`config.mk`:
```
export PLATFORM = sky130hd
export DESIGN_NAME = otpg_top
export DESIGN_NICKNAME = d
export VERILOG_FILES = /design/src/hw/otpg_pkg.sv /design/src/hw/otpg_top.sv
export SDC_FILE = /design/constraint.sdc
export NUM_CORES = 1
export LEC_CHECK = 0
export BUFFER_PORTS_ARGS = -buffer_cell sky130_fd_sc_hd__buf_4
export CAP_MARGIN = 20
export CORE_MARGIN = 4
export CORE_UTILIZATION = 30
export DETAILED_ROUTE_END_ITERATION = 10
export PLACE_DENSITY = 0.56
export SETUP_SLACK_MARGIN = 0.2
export SYNTH_ARGS = -nofsm -noshare
export SYNTH_HDL_FRONTEND = slang
export SYNTH_SLANG_ARGS = --single-unit
```
`constraint.sdc`:
```
create_clock -name core_clk -period 2.2 [get_ports core_clk]
set_clock_uncertainty 0.1 [all_clocks]
set_input_delay 0.33 -clock core_clk [delete_from_list [all_inputs] [get_ports core_clk]]
set_output_delay 0.33 -clock core_clk [all_outputs]
set_load 0.05 [all_outputs]
```
`src/hw/otpg_pkg.sv`:
```
// Notes on behaviour
// - the sequencing bit only acts while the mode field holds the user-pattern code.
// - each of the four user patterns comes from a byte pair, upper byte at the higher index.
// - with the sequencing bit clear, patterns one to four each show for one cycle and repeat.
// - with the sequencing bit set, patterns one to four show once and then zeros follow.
// - the long pseudorandom generator is held at its seed while long_prbs_hold is one.
// - after reset the control fields read zero and the reserved bit always reads zero.
// - the four-bit mode field picks normal samples or one of eight test sources.
// - the short pseudorandom generator is held at its seed while short_prbs_hold is one.
package otpg_pkg;
  // ==========================================================
  // register indices (byte address is four times the index)
  localparam logic [13:0] IDX_CTRL = 14'h0550;
  localparam logic [13:0] IDX_PAT_BASE = 14'h0551;
  localparam int NUM_PAT = 4;
  localparam int ADDR_W = 16;

  // ==========================================================
  // control register layout
  typedef struct packed {
    logic seq_once;
    logic rsvd;
    logic long_prbs_hold;
    logic short_prbs_hold;
    logic [3:0] mode;
  } otpg_ctrl_type;

  localparam otpg_ctrl_type CTRL_RESET = 8'h00;
  localparam logic [7:0] CTRL_WR_MASK = 8'hBF;

  // ==========================================================
  // test modes
  localparam logic [3:0] MODE_OFF = 4'h0;
  localparam logic [3:0] MODE_MID = 4'h1;
  localparam logic [3:0] MODE_POS = 4'h2;
  localparam logic [3:0] MODE_NEG = 4'h3;
  localparam logic [3:0] MODE_CHECK = 4'h4;
  localparam logic [3:0] MODE_PN_LONG = 4'h5;
  localparam logic [3:0] MODE_PN_SHORT = 4'h6;
  localparam logic [3:0] MODE_TOGGLE = 4'h7;
  localparam logic [3:0] MODE_USER = 4'h8;

  // ==========================================================
  // fixed words and generator seeds
  localparam logic [15:0] WORD_MID = 16'h0000;
  localparam logic [15:0] WORD_POS = 16'h7FFF;
  localparam logic [15:0] WORD_NEG = 16'h8000;
  localparam logic [15:0] WORD_CHECK_A = 16'hAAAA;
  localparam logic [15:0] WORD_CHECK_B = 16'h5555;
  localparam logic [15:0] WORD_ONES = 16'hFFFF;
  localparam logic [15:0] WORD_ZERO = 16'h0000;
  localparam logic [22:0] LONG_SEED = 23'h7FFFFF;
  localparam logic [8:0] SHORT_SEED = 9'h1FF;
  localparam int LONG_TAP = 18;
  localparam int SHORT_TAP = 5;
  localparam logic [1:0] LAST_PAT = 2'h3;
endpackage

```
`src/hw/otpg_top.sv`:
```
`timescale 1ns/10ps
module otpg_top (
  input wire logic core_clk,
  input wire logic reset_n,
  input wire logic [otpg_pkg::ADDR_W-1:0] avs_address,
  input wire logic avs_read,
  input wire logic avs_write,
  input wire logic [31:0] avs_writedata,
  input wire logic [3:0] avs_byteenable,
  output logic [31:0] avs_readdata,
  output logic avs_waitrequest,
  input wire logic [15:0] sample_in,
  output logic [15:0] out_word
);
  import otpg_pkg::*;

  // ==========================================================
  // bus slave: one wait cycle, then the access completes
  otpg_ctrl_type ctrl_ff;
  logic [7:0] pat_lo_ff [NUM_PAT];
  logic [7:0] pat_hi_ff [NUM_PAT];
  logic wait_ff;
  logic [31:0] rdata_ff;
  logic [13:0] idx;
  logic req;
  logic accept_wr;
  logic [13:0] pat_off;
  logic pat_hit;
  logic [31:0] nxt_rdata;

  assign idx = avs_address[ADDR_W-1:2];
  assign req = avs_read | avs_write;
  assign accept_wr = avs_write & ~wait_ff & avs_byteenable[0];
  assign pat_off = idx - IDX_PAT_BASE;
  assign pat_hit = (idx >= IDX_PAT_BASE) && (pat_off < 14'(2 * NUM_PAT));

  always_ff @(posedge core_clk or negedge reset_n) begin
    if (!reset_n) begin
      wait_ff <= 1'b1;
    end else if (req && wait_ff) begin
      wait_ff <= 1'b0;
    end else begin
      wait_ff <= 1'b1;
    end
  end

  always_comb begin
    nxt_rdata = 32'h0000_0000;
    if (idx == IDX_CTRL) begin
      nxt_rdata[7:0] = ctrl_ff;
    end else if (pat_hit) begin
      nxt_rdata[7:0] = pat_off[0] ? pat_hi_ff[pat_off[2:1]] : pat_lo_ff[pat_off[2:1]];
    end
  end

  // read data captured one edge early so it stands at the completing edge
  always_ff @(posedge core_clk or negedge reset_n) begin
    if (!reset_n) begin
      rdata_ff <= 32'h0000_0000;
    end else if (avs_read && wait_ff) begin
      rdata_ff <= nxt_rdata;
    end
  end

  always_ff @(posedge core_clk or negedge reset_n) begin
    if (!reset_n) begin
      ctrl_ff <= CTRL_RESET;
    end else if (accept_wr && idx == IDX_CTRL) begin
      ctrl_ff <= avs_writedata[7:0] & CTRL_WR_MASK;
    end
  end

  always_ff @(posedge core_clk or negedge reset_n) begin
    if (!reset_n) begin
      for (int i = 0; i < NUM_PAT; i++) begin
        pat_lo_ff[i] <= 8'h00;
        pat_hi_ff[i] <= 8'h00;
      end
    end else if (accept_wr && pat_hit) begin
      if (pat_off[0]) begin
        pat_hi_ff[pat_off[2:1]] <= avs_writedata[7:0];
      end else begin
        pat_lo_ff[pat_off[2:1]] <= avs_writedata[7:0];
      end
    end
  end

  assign avs_waitrequest = wait_ff;
  assign avs_readdata = rdata_ff;

  // ==========================================================
  // pseudorandom generators, sixteen steps per output word
  logic [22:0] long_lfsr_ff;
  logic [8:0] short_lfsr_ff;

  function automatic logic [22:0] long_step(input logic [22:0] s);
    logic [22:0] v;
    v = s;
    for (int i = 0; i < 16; i++) begin
      v = {v[21:0], v[22] ^ v[LONG_TAP-1]};
    end
    return v;
  endfunction

  function automatic logic [8:0] short_step(input logic [8:0] s);
    logic [8:0] v;
    v = s;
    for (int i = 0; i < 16; i++) begin
      v = {v[7:0], v[8] ^ v[SHORT_TAP-1]};
    end
    return v;
  endfunction

  always_ff @(posedge core_clk or negedge reset_n) begin
    if (!reset_n) begin
      long_lfsr_ff <= LONG_SEED;
    end else if (ctrl_ff.long_prbs_hold) begin
      long_lfsr_ff <= LONG_SEED;
    end else begin
      long_lfsr_ff <= long_step(long_lfsr_ff);
    end
  end

  always_ff @(posedge core_clk or negedge reset_n) begin
    if (!reset_n) begin
      short_lfsr_ff <= SHORT_SEED;
    end else if (ctrl_ff.short_prbs_hold) begin
      short_lfsr_ff <= SHORT_SEED;
    end else begin
      short_lfsr_ff <= short_step(short_lfsr_ff);
    end
  end

  // ==========================================================
  // user-pattern sequencer
  logic user_mode;
  logic prev_user_ff;
  logic prev_seq_ff;
  logic restart;
  logic [1:0] pat_idx_ff;
  logic done_ff;
  logic alt_ff;

  assign user_mode = (ctrl_ff.mode == MODE_USER);
  // sequencing bit is only looked at in user mode
  assign restart = user_mode && (!prev_user_ff || ctrl_ff.seq_once != prev_seq_ff);

  always_ff @(posedge core_clk or negedge reset_n) begin
    if (!reset_n) begin
      prev_user_ff <= 1'b0;
      prev_seq_ff <= 1'b0;
    end else begin
      prev_user_ff <= user_mode;
      prev_seq_ff <= ctrl_ff.seq_once;
    end
  end

  always_ff @(posedge core_clk or negedge reset_n) begin
    if (!reset_n) begin
      pat_idx_ff <= 2'h0;
      done_ff <= 1'b0;
    end else if (restart) begin
      pat_idx_ff <= 2'h1;
      done_ff <= 1'b0;
    end else if (user_mode && !done_ff) begin
      pat_idx_ff <= pat_idx_ff + 2'h1;
      done_ff <= ctrl_ff.seq_once && (pat_idx_ff == LAST_PAT);
    end
  end

  // checkerboard and word toggle share one phase bit
  always_ff @(posedge core_clk or negedge reset_n) begin
    if (!reset_n) begin
      alt_ff <= 1'b0;
    end else begin
      alt_ff <= ~alt_ff;
    end
  end

  // ==========================================================
  // output selection, registered so the link sees clean words
  logic [15:0] out_ff;
  logic [15:0] nxt_out;

  always_comb begin
    nxt_out = sample_in;
    unique case (ctrl_ff.mode)
      MODE_OFF: nxt_out = sample_in;
      MODE_MID: nxt_out = WORD_MID;
      MODE_POS: nxt_out = WORD_POS;
      MODE_NEG: nxt_out = WORD_NEG;
      MODE_CHECK: nxt_out = alt_ff ? WORD_CHECK_B : WORD_CHECK_A;
      MODE_PN_LONG: nxt_out = long_lfsr_ff[15:0];
      MODE_PN_SHORT: nxt_out = {short_lfsr_ff[7:0], short_lfsr_ff[8:1]};
      MODE_TOGGLE: nxt_out = alt_ff ? WORD_ZERO : WORD_ONES;
      MODE_USER: begin
        if (restart) begin
          nxt_out = {pat_hi_ff[0], pat_lo_ff[0]};
        end else if (done_ff) begin
          nxt_out = WORD_ZERO;
        end else begin
          nxt_out = {pat_hi_ff[pat_idx_ff], pat_lo_ff[pat_idx_ff]};
        end
      end
      // undefined codes fall back to live samples
      default: nxt_out = sample_in;
    endcase
  end

  always_ff @(posedge core_clk or negedge reset_n) begin
    if (!reset_n) begin
      out_ff <= WORD_ZERO;
    end else begin
      out_ff <= nxt_out;
    end
  end

  assign out_word = out_ff;
endmodule

```
==> flow_metrics.py <==
metrics = {
    "power_and_ir_drop": {
        "combPwrFrac": 0.203,
        "share_seq_of_total_power": 0.438,
        "intPower_w": 0.00546,
        "switching_power_w": 0.00234,
        "p_leak_nw": 4.28,
        "swShare": 0.300,
        "p_clk_frac": 0.358,
        "powerDensity_mw_per_mm2": 814,
        "vdd_drop_max_mv": 0.588,
    },
    "global_routing": {
        "antenna_found_initial": 0,
        "gr-total-overflow": 0,
        "grt.busiest_layer": "met2",
        "use_met2": 0.256,
        "grt_max_degree": 54,
        "grt_use_met3": 0.0353,
        "grtUsageTotal": 0.156,
        "grt_pass1_vias": 5670,
        "grt_pass1_wl_um": 32400,
        "grt_util_met1": 0.210,
    },
    "clocking": {
        "clk_latency_ns": 0.42,
        "cts_root_buf": "clkbuf_16",
        "clockBufferDepth": 2,
        "cts_tree": "yes",
        "cts_max_level": 4,
        "clkTransAtPathRegs_ns": 0.06,
        "cts_made_buffers": 17,
        "clkSinkCount": 134,
    },
    "synthesis": {
        "synth-xor-area-share": 0.0424,
        "syn_inst": 664,
        "synth_compound_area_frac": 0.135,
        "synthAdderAreaFrac": 0.00346,
        "synth-simple-area-share": 0.127,
        "synth_top_family_by_area": "multiplexers",
        "yosysTopAreaCell": "dfrtp_1",
        "ys_ff_latch": 134,
        "synth_area_mm2": 0.00723,
        "syn_avg_cell_area_um2": 10.9,
        "muxShareOfSynthArea": 0.172,
        "synth_edf_count": 0,
        "synth_flop_cell": "dfrtp_1",
        "ys_seq_area_frac": 0.470,
        "yosys_warnings": 0,
        "synth.area.top_cells": "dfrtp_1 (35%), dfstp_2 (12%), mux2_2 (11%)",
        "synth_top_area_share": 0.350,
        "async_flop_share": 1.00,
        "synth_cell_types": 60,
    },
    "routing": {
        "wl_per_cell_um": 18.6,
        "ant_nets": 0,
        "dr.first_iter.drc_count": 336,
        "vias_per_cell": 5.02,
        "drt_pass1_iterations": 5,
        "routed_wl_um": 20700,
        "vias": 5607,
        "drc": 0,
    },
    "timing": {
        "min_period_ns": 2.44,
        "grt_setup_unrepaired": "yes",
        "holdWs_ns": 0.0425,
        "maxSlewViolCount": 0,
        "fmax_mhz": 410,
        "hold_violations": 0,
        "relSlewSlack": 0.282,
        "fin_crit_sh": 1.11,
        "fin_setup_tns_ns": -13.30,
        "setup_viol": 72,
        "worstMarginPinSlew_ns": 1.07,
        "setup_slack_ns": -0.239,
    },
    "worst_setup_path": {
        "crit_chain": "buf_8 > or4_4 > buf_6 > a22o_4 > a22o_1 > a221oi_4 > buf_6 > buf_16 > nand4_4 > mux2_4",
        "worstSetupPathType": "input pin to register",
        "crit_arrival_ns": 2.65,
        "path_max_fanout": 8,
        "slowest_delay_ns": 0.55,
        "cp-start-kind": "input pin",
        "cpMostUsedCell": "buf_6",
        "cp-end-kind": "register",
        "crit_required_ns": 2.41,
        "crit_slowest_cell": "or4_4",
    },
    "finish": {
        "final_cell_area_mm2": 0.00958,
        "drive_above_1_share": 0.419,
        "mostFrequentLayoutCells": "buf_4 (118), dfrtp_1 (99), nor2_1 (74)",
        "diodes": 0,
        "nets": 858,
        "layout_commonest_cell": "buf_4",
        "fin_util": 0.406,
        "area_growth_pct": 32.6,
    },
    "die": {
        "core_mm2": 0.0236,
        "io_pins": 121,
        "die_w_um": 163,
        "initial_core_util": 0.306,
        "rows": 56,
        "die-area_mm2": 0.0266,
        "die-height_um": 163,
    },
    "run_status": {
        "violations": "setup timing",
        "status": "finished, violations left",
    },
    "placement": {
        "io_buffers": 67,
        "place_congestion": 0.786,
        "place_area_mm2": 0.00866,
        "dp_hpwl_um": 14800,
        "dp_worst_setup_slack_ns": -0.716,
    },
    "worst_hold_path": {
        "hold_path_class": "input pin to register",
    },
    "job": {
        "cap_violations": 0,
    },
}
==> layout make-up <==
cell class	instances	area (um^2)
Clock buffer	21	482
Sequential cell	134	3400
Fill cell	2282	14000
Timing Repair Buffer	138	1230
Multi-Input combinational cell	482	3920
Inverter	11	53.8
Clock inverter	11	98.8
Tap cell	319	399
==> metrics by stage <==
step | power (W) | std cells
3_3_place_gp | 0.00497 | 1076
2_1_floorplan | 0.00451 | 687
4_1_cts | 0.00786 | 1115
3_5_place_dp | 0.00499 | 1076
6_report | 0.00780 | 1116
5_1_grt | 0.00818 | 1116
==> state kept, by name, indices dropped and copies added (netlist names) <==
name	cells
pat_hi_ff	32
pat_lo_ff	32
long_lfsr_ff	23
out_word	16
short_lfsr_ff	9
avs_readdata	8
ctrl_ff	7
pat_idx_ff	2
alt_ff	1
avs_waitrequest	1
done_ff	1
prev_seq_ff	1
prev_user_ff	1
==> Yosys cell counts (all sizes together), types with 8 or more instances <==
master / number
nand2: 28
o211ai: 17
xnor2: 31
inv: 11
dfrtp: 101
buf: 28
a31oi: 16
o21ai: 18
o31ai: 9
nor2: 76
mux2i: 25
clkbuf: 32
nand2b: 27
mux4: 9
a221oi: 15
mux2: 70
nand4: 8
a21oi: 40
dfstp: 33
==> final timing paths <==
kind | startpoint | end | slack, ns | cells past startpoint
worst max-delay path | avs_address[2] | pat_lo_ff[15]$_DFFE_PN0P_ | -0.24 | 10
worst min-delay path | sample_in[6] | out_word[6]$_DFF_PN0_ | 0.04 | 2
worst max register to register | avs_waitrequest$_DFF_PN1_ | pat_lo_ff[4]$_DFFE_PN0P_ | 0.07 | 4
worst min register to register | ctrl_ff[7]$_DFFE_PN0P_ | prev_seq_ff$_DFF_PN0_ | 0.42 | 0
max in group asynchronous | reset_n | short_lfsr_ff[6]$_DFF_PN1_ | 0.94 | 3
min in group asynchronous | reset_n | out_word[3]$_DFF_PN0_ | 0.32 | 2
==> logic make-up after synthesis <==
kind of cell,count (synthesis)
compound gates,145
flops,134
xor+xnor,35
other cells,1
mux,104
buf+inv,71
simple gates,172
fa+ha+maj,2
==> power groups by stage <==
stage	sequential, W	combinational (W)	clock (W)
CTS	0.00341	0.00159	0.00285
global placement	0.00346	0.00151	0
detailed placement	0.00346	0.00154	0
floorplan	0.00331	0.00120	0
finish	0.00342	0.00159	0.00279
global route	0.00345	0.00177	0.00296
==> metal layers <==
layer	vias up	wire length (um)	part of all wire
met5	-	0	0
met4	0	268	0.013
met3	18	1060	0.051
met2	126	9970	0.48
met1	2844	9420	0.45
li1	2619	-	-
==> what timing repair did <==
item,in CTS,in global routing
endpoints found under the hold margin,22,0
cloned,1,1
pin swaps,13,7
hold buffers,3,0
buffers inserted,3,0
setup endpoints to repair,78,85
gates resized for setup,22,26
==> worst max-delay path: cells and delay by family <==
family          cells  cell delay, ns
simple gates        2            0.77
buf+inv             4            0.53
compound gates      3            0.64
mux                 1            0.37
(Power assumes the default switching activity.)
